[src/pkg/gpp_pkg.sv]
// Package: register map, field positions and timing for the parallel device port
package gpp_pkg;

  // Register byte offsets
  localparam logic [7:0] GPP_OFF_CTRL   = 8'h00;
  localparam logic [7:0] GPP_OFF_OUTBUF = 8'h04;
  localparam logic [7:0] GPP_OFF_INBUF  = 8'h08;
  localparam logic [7:0] GPP_OFF_STAT   = 8'h0C;
  localparam logic [7:0] GPP_OFF_MASK   = 8'h10;

  // Control register fields
  localparam int GPP_CTRL_ENA   = 0;
  localparam int GPP_CTRL_ENB   = 1;
  localparam int GPP_CTRL_CONTROL_OUT_0  = 2;
  localparam int GPP_CTRL_CONTROL_OUT_1  = 3;
  localparam int GPP_CTRL_FLAGA = 4;
  localparam int GPP_CTRL_FLAGB = 5;
  localparam int GPP_CTRL_W     = 6;

  // Status / mask fields
  localparam int GPP_ST_REQA = 0;
  localparam int GPP_ST_REQB = 1;
  localparam int GPP_ST_W    = 2;

  localparam int GPP_DATA_W = 16;

  // AXI responses
  localparam logic [1:0] GPP_RESP_OKAY   = 2'h0;
  localparam logic [1:0] GPP_RESP_SLVERR = 2'h2;

  // Strobe width: 400 ns at 25 MHz, rounded up
  localparam int GPP_CLK_NS      = 40;
  localparam int GPP_STROBE_NS   = 400;
  localparam int GPP_STROBE_CYC  = (GPP_STROBE_NS + GPP_CLK_NS - 1) / GPP_CLK_NS;
  localparam int GPP_STROBE_CW   = 4;

endpackage

[src/hw/gpp_pulse.sv]
// Fixed-width strobe generator, one pulse per trigger outside a running pulse
`timescale 1ns/1ps
`default_nettype none
module gpp_pulse
  import gpp_pkg::*;
#(
  parameter logic [GPP_STROBE_CW-1:0] WIDTH = GPP_STROBE_CW'(GPP_STROBE_CYC)
) (
  input  wire logic aclk,
  input  wire logic aresetn,
  input  wire logic trig,
  output var  logic pulse
);

  typedef struct packed {
    logic                     on;
    logic [GPP_STROBE_CW-1:0] cnt;
  } gpp_pulse_s;

  gpp_pulse_s st;
  gpp_pulse_s next_st;

  // A trigger during a running pulse restarts it, so overlapping accesses share one stretched pulse
  always_comb begin
    next_st = st;
    if (trig) begin
      next_st.on  = 1'b1;
      next_st.cnt = WIDTH;
    end else if (st.on) begin
      next_st.cnt = st.cnt - GPP_STROBE_CW'(1);
      if (st.cnt == GPP_STROBE_CW'(1)) begin
        next_st.on = 1'b0;
      end
    end
  end

  // State register
  always_ff @(posedge aclk) begin
    if (!aresetn) begin
      st <= '0;
    end else begin
      st <= next_st;
    end
  end

  assign pulse = st.on;

endmodule
`default_nettype wire

[src/hw/gpp_port.sv]
// Top: 16-bit parallel device port with AXI4-Lite register access
//
// Behaviour
// RULE1 - Request A raises the interrupt only while its enable bit is set.
// RULE2 - Request B (error line) raises the interrupt only while its enable bit is set.
// RULE3 - With an enable off, the request level is still readable as a polled flag.
// RULE4 - Each write of the output buffer sends one new-data strobe to the device; writes within one strobe width share one stretched strobe here.
// RULE5 - Each read of the input buffer sends one data-taken strobe to the device; reads within one strobe width share one stretched strobe here.
// RULE6 - The device drives requests as active-high levels held through the service.
// RULE7 - The device keeps each request in a flip-flop cleared by a port strobe.
// RULE8 - The device may set its request flip-flop on an edge of its own request.
// RULE9 - Two software control bits drive two output lines directly.
// RULE10 - Back to back, data outputs feed data inputs and controls feed requests.
// RULE11 - Back to back, a control bit raises the far request, then data follows.
// RULE12 - Strobes are about 400 ns wide, width adjustable.
// RULE13 - Requests are synchronised first; exactly one strobe per buffer access; accesses within one strobe width share one strobe here.
`timescale 1ns/1ps
`default_nettype none
module gpp_port
  import gpp_pkg::*;
(
  input  wire logic                  aclk,
  input  wire logic                  aresetn,
  input  wire logic [7:0]            s_axi_awaddr,
  input  wire logic                  s_axi_awvalid,
  output var  logic                  s_axi_awready,
  input  wire logic [31:0]           s_axi_wdata,
  input  wire logic [3:0]            s_axi_wstrb,
  input  wire logic                  s_axi_wvalid,
  output var  logic                  s_axi_wready,
  output var  logic [1:0]            s_axi_bresp,
  output var  logic                  s_axi_bvalid,
  input  wire logic                  s_axi_bready,
  input  wire logic [7:0]            s_axi_araddr,
  input  wire logic                  s_axi_arvalid,
  output var  logic                  s_axi_arready,
  output var  logic [31:0]           s_axi_rdata,
  output var  logic [1:0]            s_axi_rresp,
  output var  logic                  s_axi_rvalid,
  input  wire logic                  s_axi_rready,
  input  wire logic [GPP_DATA_W-1:0] data_in,
  input  wire logic                  request_first,
  input  wire logic                  request_second,
  output var  logic [GPP_DATA_W-1:0] data_out,
  output var  logic                  control_out_0,
  output var  logic                  control_out_1,
  output var  logic                  new_data_pulse,
  output var  logic                  input_taken_pulse,
  output var  logic                  irq
);

  typedef struct packed {
    logic                  aw_hold;
    logic [7:0]            aw_addr;
    logic                  w_hold;
    logic [31:0]           w_data;
    logic [3:0]            w_strb;
    logic                  bvalid;
    logic [1:0]            bresp;
    logic                  rvalid;
    logic [31:0]           rdata;
    logic [1:0]            rresp;
    logic [1:0]            req_s1;
    logic [1:0]            req_s2;
    logic [1:0]            req_d;
    logic                  irq_enable_first;
    logic                  irq_enable_second;
    logic                  ctl0;
    logic                  ctl1;
    logic [GPP_DATA_W-1:0] output_buffer;
    logic [GPP_ST_W-1:0]   status;
    logic [GPP_ST_W-1:0]   mask;
    logic                  irq;
    logic                  load_trig;
    logic                  take_trig;
    logic [GPP_STROBE_CW-1:0] nd_run;
  } gpp_port_s;

  gpp_port_s st;
  gpp_port_s next_st;

  logic nd_pulse;
  logic tk_pulse;

  // Byte-lane merge for a 32-bit register word
  function automatic logic [31:0] wmerge(input logic [31:0] old, input logic [31:0] d,
                                          input logic [3:0] s);
    logic [31:0] r;
    r = old;
    for (int i = 0; i < 4; i++) begin
      if (s[i]) r[i*8 +: 8] = d[i*8 +: 8];
    end
    return r;
  endfunction

  // Address decode shared by both channels
  function automatic logic mapped(input logic [7:0] a);
    return (a == GPP_OFF_CTRL) || (a == GPP_OFF_OUTBUF) || (a == GPP_OFF_INBUF) ||
           (a == GPP_OFF_STAT) || (a == GPP_OFF_MASK);
  endfunction

  logic [31:0] ctrl_word;
  logic [31:0] wm;
  logic        do_wr;
  logic        do_rd;
  logic [GPP_ST_W-1:0] ev;
  logic [GPP_ST_W-1:0] clr;

  // Next-state logic: bus slave, register file, sync and interrupt
  always_comb begin
    next_st = st;
    ctrl_word = '0;
    ctrl_word[GPP_CTRL_ENA]   = st.irq_enable_first;
    ctrl_word[GPP_CTRL_ENB]   = st.irq_enable_second;
    ctrl_word[GPP_CTRL_CONTROL_OUT_0]  = st.ctl0;
    ctrl_word[GPP_CTRL_CONTROL_OUT_1]  = st.ctl1;
    ctrl_word[GPP_CTRL_FLAGA] = st.req_s2[0];                   // [RULE3]
    ctrl_word[GPP_CTRL_FLAGB] = st.req_s2[1];                   // [RULE3]
    next_st.load_trig = 1'b0;
    next_st.take_trig = 1'b0;
    clr = '0;

    // Two-stage synchroniser; stage one feeds only stage two
    next_st.req_s1 = {request_second, request_first};          // [RULE13]
    next_st.req_s2 = st.req_s1;
    next_st.req_d  = st.req_s2;

    // Accept address and data independently, in either order
    if (s_axi_awvalid && s_axi_awready) begin
      next_st.aw_hold = 1'b1;
      next_st.aw_addr = s_axi_awaddr;
    end
    if (s_axi_wvalid && s_axi_wready) begin
      next_st.w_hold = 1'b1;
      next_st.w_data = s_axi_wdata;
      next_st.w_strb = s_axi_wstrb;
    end

    // Write executes once both halves are held and no response is pending
    do_wr = st.aw_hold && st.w_hold && !st.bvalid;
    wm = '0;
    if (do_wr) begin
      next_st.aw_hold = 1'b0;
      next_st.w_hold  = 1'b0;
      next_st.bvalid  = 1'b1;
      next_st.bresp   = mapped(st.aw_addr) ? GPP_RESP_OKAY : GPP_RESP_SLVERR;
      if (st.aw_addr == GPP_OFF_CTRL) begin
        wm = wmerge(ctrl_word, st.w_data, st.w_strb);
        next_st.irq_enable_first  = wm[GPP_CTRL_ENA];
        next_st.irq_enable_second = wm[GPP_CTRL_ENB];
        next_st.ctl0 = wm[GPP_CTRL_CONTROL_OUT_0];                      // [RULE9]
        next_st.ctl1 = wm[GPP_CTRL_CONTROL_OUT_1];                      // [RULE9]
      end else if (st.aw_addr == GPP_OFF_OUTBUF) begin
        wm = wmerge({16'h0000, st.output_buffer}, st.w_data, st.w_strb);
        next_st.output_buffer = wm[GPP_DATA_W-1:0];
        next_st.load_trig = 1'b1;                              // [RULE4] [RULE13]
      end else if (st.aw_addr == GPP_OFF_STAT) begin
        if (st.w_strb[0]) clr = st.w_data[GPP_ST_W-1:0];
      end else if (st.aw_addr == GPP_OFF_MASK) begin
        wm = wmerge({30'h0000_0000, st.mask}, st.w_data, st.w_strb);
        next_st.mask = wm[GPP_ST_W-1:0];
      end
    end
    if (st.bvalid && s_axi_bready) begin
      next_st.bvalid = 1'b0;
    end

    // Read: one cycle from address handshake to data
    do_rd = s_axi_arvalid && s_axi_arready;
    if (do_rd) begin
      next_st.rvalid = 1'b1;
      next_st.rresp  = mapped(s_axi_araddr) ? GPP_RESP_OKAY : GPP_RESP_SLVERR;
      next_st.rdata  = '0;
      if (s_axi_araddr == GPP_OFF_CTRL) begin
        next_st.rdata = ctrl_word;
      end else if (s_axi_araddr == GPP_OFF_OUTBUF) begin
        next_st.rdata = {16'h0000, st.output_buffer};
      end else if (s_axi_araddr == GPP_OFF_INBUF) begin
        next_st.rdata = {16'h0000, data_in};
        next_st.take_trig = 1'b1;                              // [RULE5] [RULE13]
      end else if (s_axi_araddr == GPP_OFF_STAT) begin
        next_st.rdata = {30'h0000_0000, st.status};
      end else if (s_axi_araddr == GPP_OFF_MASK) begin
        next_st.rdata = {30'h0000_0000, st.mask};
      end
    end else if (st.rvalid && s_axi_rready) begin
      next_st.rvalid = 1'b0;
    end

    // Request rising edge, gated by enable, sets sticky status; set beats clear
    ev = st.req_s2 & ~st.req_d;
    ev[GPP_ST_REQA] = ev[GPP_ST_REQA] & st.irq_enable_first;  // [RULE1]
    ev[GPP_ST_REQB] = ev[GPP_ST_REQB] & st.irq_enable_second; // [RULE2]
    next_st.status = (st.status & ~clr) | ev;
    next_st.irq = |(next_st.status & next_st.mask);           // [RULE1] [RULE2]

    // Length of the new-data strobe since its last load, so the width check survives restarts
    if (st.load_trig) begin
      next_st.nd_run = '0;
    end else if (new_data_pulse) begin
      next_st.nd_run = st.nd_run + GPP_STROBE_CW'(1);
    end else begin
      next_st.nd_run = '0;
    end
  end

  // State register
  always_ff @(posedge aclk) begin
    if (!aresetn) begin
      st <= '0;
    end else begin
      st <= next_st;
    end
  end

  // Strobe stretchers, about 400 ns each
  gpp_pulse u_new_data (
    .aclk    (aclk),
    .aresetn (aresetn),
    .trig    (st.load_trig),
    .pulse   (nd_pulse)
  );                                                           // [RULE12]

  gpp_pulse u_taken (
    .aclk    (aclk),
    .aresetn (aresetn),
    .trig    (st.take_trig),
    .pulse   (tk_pulse)
  );                                                           // [RULE12]

  // Outputs straight from flip-flops
  assign s_axi_awready     = !st.aw_hold;
  assign s_axi_wready      = !st.w_hold;
  assign s_axi_bvalid      = st.bvalid;
  assign s_axi_bresp       = st.bresp;
  assign s_axi_arready     = !st.rvalid;
  assign s_axi_rvalid      = st.rvalid;
  assign s_axi_rdata       = st.rdata;
  assign s_axi_rresp       = st.rresp;
  assign data_out          = st.output_buffer;                 // [RULE10]
  assign control_out_0     = st.ctl0;                          // [RULE11]
  assign control_out_1     = st.ctl1;
  assign new_data_pulse    = nd_pulse;
  assign input_taken_pulse = tk_pulse;
  assign irq               = st.irq;

  // Checks
  property p_strobe_width;
    @(posedge aclk) disable iff (!aresetn)
      $fell(new_data_pulse) |-> st.nd_run == GPP_STROBE_CW'(GPP_STROBE_CYC);
  endproperty
  a_strobe_width: assert property (p_strobe_width) else $error("strobe width wrong"); // [RULE12]

  property p_nd_after_write;
    @(posedge aclk) disable iff (!aresetn)
      (do_wr && st.aw_addr == GPP_OFF_OUTBUF) |-> ##2 new_data_pulse;
  endproperty
  a_nd_after_write: assert property (p_nd_after_write) else $error("no new-data strobe"); // [RULE4]

  property p_tk_after_read;
    @(posedge aclk) disable iff (!aresetn)
      (do_rd && s_axi_araddr == GPP_OFF_INBUF) |-> ##2 input_taken_pulse;
  endproperty
  a_tk_after_read: assert property (p_tk_after_read) else $error("no taken strobe"); // [RULE5]

  property p_one_strobe;
    @(posedge aclk) disable iff (!aresetn)
      $rose(input_taken_pulse) |-> $past(st.take_trig);
  endproperty
  a_one_strobe: assert property (p_one_strobe) else $error("strobe without access"); // [RULE13]

  property p_irqa_gated;
    @(posedge aclk) disable iff (!aresetn)
      (!st.irq_enable_first && !st.status[GPP_ST_REQA]) |=> !st.status[GPP_ST_REQA];
  endproperty
  a_irqa_gated: assert property (p_irqa_gated) else $error("A set while disabled"); // [RULE1]

  property p_irqb_set;
    @(posedge aclk) disable iff (!aresetn)
      ($rose(st.req_s2[1]) && st.irq_enable_second) |=> st.status[GPP_ST_REQB];
  endproperty
  a_irqb_set: assert property (p_irqb_set) else $error("B event lost"); // [RULE2]

  property p_flag_poll;
    @(posedge aclk) disable iff (!aresetn)
      $rose(request_first) |-> ##2 ctrl_word[GPP_CTRL_FLAGA];
  endproperty
  a_flag_poll: assert property (p_flag_poll) else $error("flag not visible"); // [RULE3]

  property p_ctl_out;
    @(posedge aclk) disable iff (!aresetn)
      (do_wr && st.aw_addr == GPP_OFF_CTRL && st.w_strb[0])
        |=> control_out_1 == st.w_data[GPP_CTRL_CONTROL_OUT_1] && control_out_0 == st.w_data[GPP_CTRL_CONTROL_OUT_0];
  endproperty
  a_ctl_out: assert property (p_ctl_out) else $error("control lines wrong"); // [RULE9]

  property p_irq_out;
    @(posedge aclk) disable iff (!aresetn)
      (do_wr && st.aw_addr == GPP_OFF_STAT && st.w_strb[0] && ev == '0 &&
       (st.status & ~st.w_data[GPP_ST_W-1:0]) == '0) |=> !irq;
  endproperty
  a_irq_out: assert property (p_irq_out) else $error("irq mismatch"); // [RULE1]

  c_write: cover property (@(posedge aclk) disable iff (!aresetn) new_data_pulse);
  c_read:  cover property (@(posedge aclk) disable iff (!aresetn) input_taken_pulse);
  // Main scenarios: both strobes, interrupt raised and cleared, request seen only as a flag
  c_irq:   cover property (@(posedge aclk) disable iff (!aresetn) irq);
  c_irq_clear: cover property (@(posedge aclk) disable iff (!aresetn) $fell(irq));
  c_flag_only: cover property (@(posedge aclk) disable iff (!aresetn)
    st.req_s2[GPP_ST_REQA] && !st.irq_enable_first);

endmodule
`default_nettype wire

[config.mk]
export PLATFORM = sky130hd
export DESIGN_NAME = gpp_port
export DESIGN_NICKNAME = d
export VERILOG_FILES = /design/src/pkg/gpp_pkg.sv /design/src/hw/gpp_pulse.sv /design/src/hw/gpp_port.sv
export SDC_FILE = /design/constraint.sdc
export NUM_CORES = 1
export LEC_CHECK = 0
export ABC_AREA = 1
export BUFFER_PORTS_ARGS = -buffer_cell sky130_fd_sc_hd__buf_2
export CORE_ASPECT_RATIO = 0.9
export CORE_MARGIN = 2
export CORE_UTILIZATION = 35
export DETAILED_ROUTE_END_ITERATION = 8
export GPL_TIMING_DRIVEN = 0
export HOLD_SLACK_MARGIN = 0.03
export PLACE_DENSITY_LB_ADDON = 0.08
export REMOVE_ABC_BUFFERS = 1
export SLEW_MARGIN = 25
export SYNTH_ARGS = -nofsm -noshare
export SYNTH_HDL_FRONTEND = slang
export SYNTH_HIERARCHICAL = 1
export SYNTH_SLANG_ARGS = --single-unit
[constraint.sdc]
create_clock -name aclk -period 1.4 [get_ports aclk]
set_clock_uncertainty 0.2 [all_clocks]
set_input_delay 0.28 -clock aclk [delete_from_list [all_inputs] [get_ports aclk]]
set_output_delay 0.28 -clock aclk [all_outputs]
set_load 0.005 [all_outputs]
==> reports/results.txt <==
GR Util met1: 24.82%
Core Box Area: 11980 µm²
clock sinks: 91
DR DRC count: 0
row cnt: 38
# diodes: 0
Nets: 799
Area Growth Syn to Fin: 40.29%
Die W: 120.3 µm
Final GP Congestion: 0.7959
worst-skew pair later-pin latency: 0.35 ns
sequential area share after synthesis: 42.72%
total gr overflow: 0
Slew HR: 61.62%
max-slew violations: 0
#FFs+latches synth: 91
pwr/cell area: 975.0 nW/µm²
CP Capture Type: register
outcome: complete, but fails checks
maximum vdd drop: 0.0006275 V
DR vias/cell: 4.632
drt first-iter violations: 230
met2 usage: 28.21%
Tcrit/Tclk final: 117.1%
Filler Cell Count: 1215
worst slew pin tran: 0.5757 ns
pre-CTS WS: -1.658 ns
Max Freq: 0.6101 GHz
Global Route Usage Sum: 18.18%
largest net degree at the start of global routing: 53
GR peak layer: met2
max_cap viols: 0
share of layout cells above drive strength 1: 37.62%
CTS max path bufs: 2
port buffer count: 102
Mean Syn Cell Area: 7.155 µm²
Placed Area: 4562 µm²
Final WS setup: -0.2390 ns
Num CTS Buffers: 9
post-DP HPWL: 7614 µm
sum of negative setup slack: -4.540 ns
vias in the first global route: 3765
full die area: 13080 µm²
synth warn: 6
CTS tree: yes
hold slack: 0.04078 ns
critical setup path kind: reg2reg
# IOs: 139
Hold Crit Class: in2reg
Synth Cell Area: 4264 µm²
Setup crit start kind: register
Leak: 2.582 nW
Arrival @ worst endpoint: 1.66 ns
RSZ-0062 raised after global routing: yes
cell count after synthesis: 596
post-route ant nets: 0
Distinct cells, synth: 30
Vias: 4090
failing checks: negative setup slack
first-pass GRT wire length: 18740 µm
Final Critical Period: 1.639 ns
clock root cell: clkbuf_16
H-tree Lvls: 3
Die H: 108.7 µm
routed len/inst: 13.35 µm
initial core utilization: 35.59%
Pre-Repair DR Iteration Count: 4
crit-path max FO: 8
met3 Use GR: 5.387%
Hold Vio Cnt, Final: 0
Design Area, Final: 5982 µm²
required time worst endpoint: 1.42 ns
clk slew on worst S/H paths: 0.06 ns
Total Wirelength: 11790 µm
initial antenna violation count: 0
Final setup viols: 32
final cells by class:
cell class	instances	area (µm²)	area share, %
multi-input cells	394	2211	36.96
flip-flops and latches	91	1853	30.98
repair buffers	160	1169	19.54
clock buffers	11	242.7	4.058
inverters	56	235.2	3.932
well taps	160	200.2	3.347
repair inverters	6	42.54	0.7111
clock inverters	5	28.78	0.4811
synthesized netlist by cell type:
library cell | n | area (µm²)
buf_4 | 54 | 405.4
clkinv_1 | 3 | 11.26
inv_1 | 49 | 183.9
a32o_1 | 1 | 10.01
o21bai_1 | 1 | 7.510
nor3_2 | 1 | 10.01
a41oi_1 | 4 | 35.03
o21ai_0 | 35 | 175.2
inv_2 | 4 | 15.01
nor2_2 | 4 | 25.02
conb_1 | 1 | 3.750
nand3_1 | 55 | 275.3
nor4_1 | 1 | 6.260
nand3_2 | 2 | 20.02
clkbuf_1 | 15 | 56.30
nor3_4 | 1 | 16.27
nor2_1 | 71 | 266.5
o31ai_1 | 2 | 15.01
nor3b_1 | 1 | 7.510
nor2_4 | 2 | 22.52
a21oi_1 | 53 | 265.3
or2_2 | 1 | 6.260
nor3_1 | 2 | 10.01
o21ai_1 | 4 | 20.02
nand3b_1 | 3 | 22.52
nand4_1 | 2 | 12.51
buf_2 | 3 | 15.01
nand2_1 | 126 | 473.0
dfxtp_1 | 91 | 1822
ha_1 | 4 | 50.05
layout by cell type (no fill, tap or decap), types with 3 or more instances in the layout:
master	instances
a21oi_1	45
o21ai_1	4
nand2_1	103
nor2_1	51
nand3_2	15
nand2_2	17
nand2_4	4
buf_12	6
clkinv_2	4
conb_1	18
dlygate4sd3_1	28
nor2_4	17
buf_4	13
dfxtp_2	19
nand3_4	4
a21oi_2	8
buf_6	10
nand3_1	38
nor2_2	9
a41oi_1	4
dfxtp_1	70
buf_2	100
nand3b_1	3
clkbuf_16	9
ha_1	4
o21ai_0	34
clkinvlp_4	9
inv_1	37
inv_2	11
worst max-delay path: stages, from the launching register on:
cell and delay (ns):
dfxtp_2 0.33, nor2_4 0.16, nand3_2 0.13, nor3_4 0.20
buf_6 0.16, buf_12 0.11, nand2_8 0.08, nand2_2 0.08
a21oi_1 0.06
power breakdown:
| group | total (W) | switching [W] | internal (W) |
|---|---|---|---|
| clock | 0.00225 | 0.00100 | 0.00124 |
| combinational | 0.000827 | 0.000450 | 0.000377 |
| sequential | 0.00276 | 0.0000739 | 0.00268 |
metrics by stage:
| step | cells | total power, W | util (%) |
|---|---|---|---|
| 2_1_floorplan | 541 | 0.003042 | - |
| 3_3_place_gp | 803 | 0.003252 | 38.07 |
| 3_5_place_dp | 803 | 0.003262 | 38.07 |
| 4_1_cts | 872 | 0.005809 | 47.48 |
| 5_1_grt | 883 | 0.006115 | 49.93 |
| 6_report | 883 | 0.005833 | 49.93 |
state kept, by name, summed over array words and instances (netlist names):
signal / count
control_out_0: 1
control_out_1: 1
ctrl_word: 4
data_out: 16
irq: 1
next_st: 2
s_axi_bresp: 1
s_axi_bvalid: 1
s_axi_rdata: 16
s_axi_rresp: 1
s_axi_rvalid: 1
st: 36
u_new_data/pulse: 1
u_new_data/st: 4
u_taken/pulse: 1
u_taken/st: 4
kinds of logic after synthesis:
| logic type | after synthesis | synth area share [%] |
|---|---|---|
| AO/OA/AOI/OAI | 100 | 12.38 |
| adder cells (fa/ha/maj) | 4 | 1.174 |
| buffers and inverters | 128 | 16.11 |
| flip-flops | 91 | 42.72 |
| other | 1 | 0.08794 |
| AND/OR/NAND/NOR | 272 | 27.52 |
per-layer routing:
| layer | up-vias | part of all wire, % |
|---|---|---|
| li1 | 2100 | - |
| met1 | 1862 | 49 |
| met2 | 121 | 45 |
| met3 | 7 | 5.4 |
| met4 | 0 | 0.64 |
| met5 | - | 0 |
what timing repair did:
action | 4_1_cts | 5_1_grt
hold buffers | 27 | 1
buffers inserted | 21 | 8
endpoints found under the setup margin | 69 | 73
pin swaps | 23 | 26
resized for setup | 90 | 69
endpoints found under the hold margin | 27 | 1
gates cloned | 5 | 2
final timing paths:
| kind | from | endpoint | slack, ns | cells past startpoint |
|---|---|---|---|---|
| max reg2reg | st[113] | data_out[3] | -0.24 | 8 |
| max | st[113] | data_out[3] | -0.24 | 8 |
| min | s_axi_wstrb[0] | st[75] | 0.04 | 3 |
| min reg2reg | next_st[34] | ctrl_word[5] | 0.24 | 2 |
Note: power is estimated with default switching activity, not from simulation.
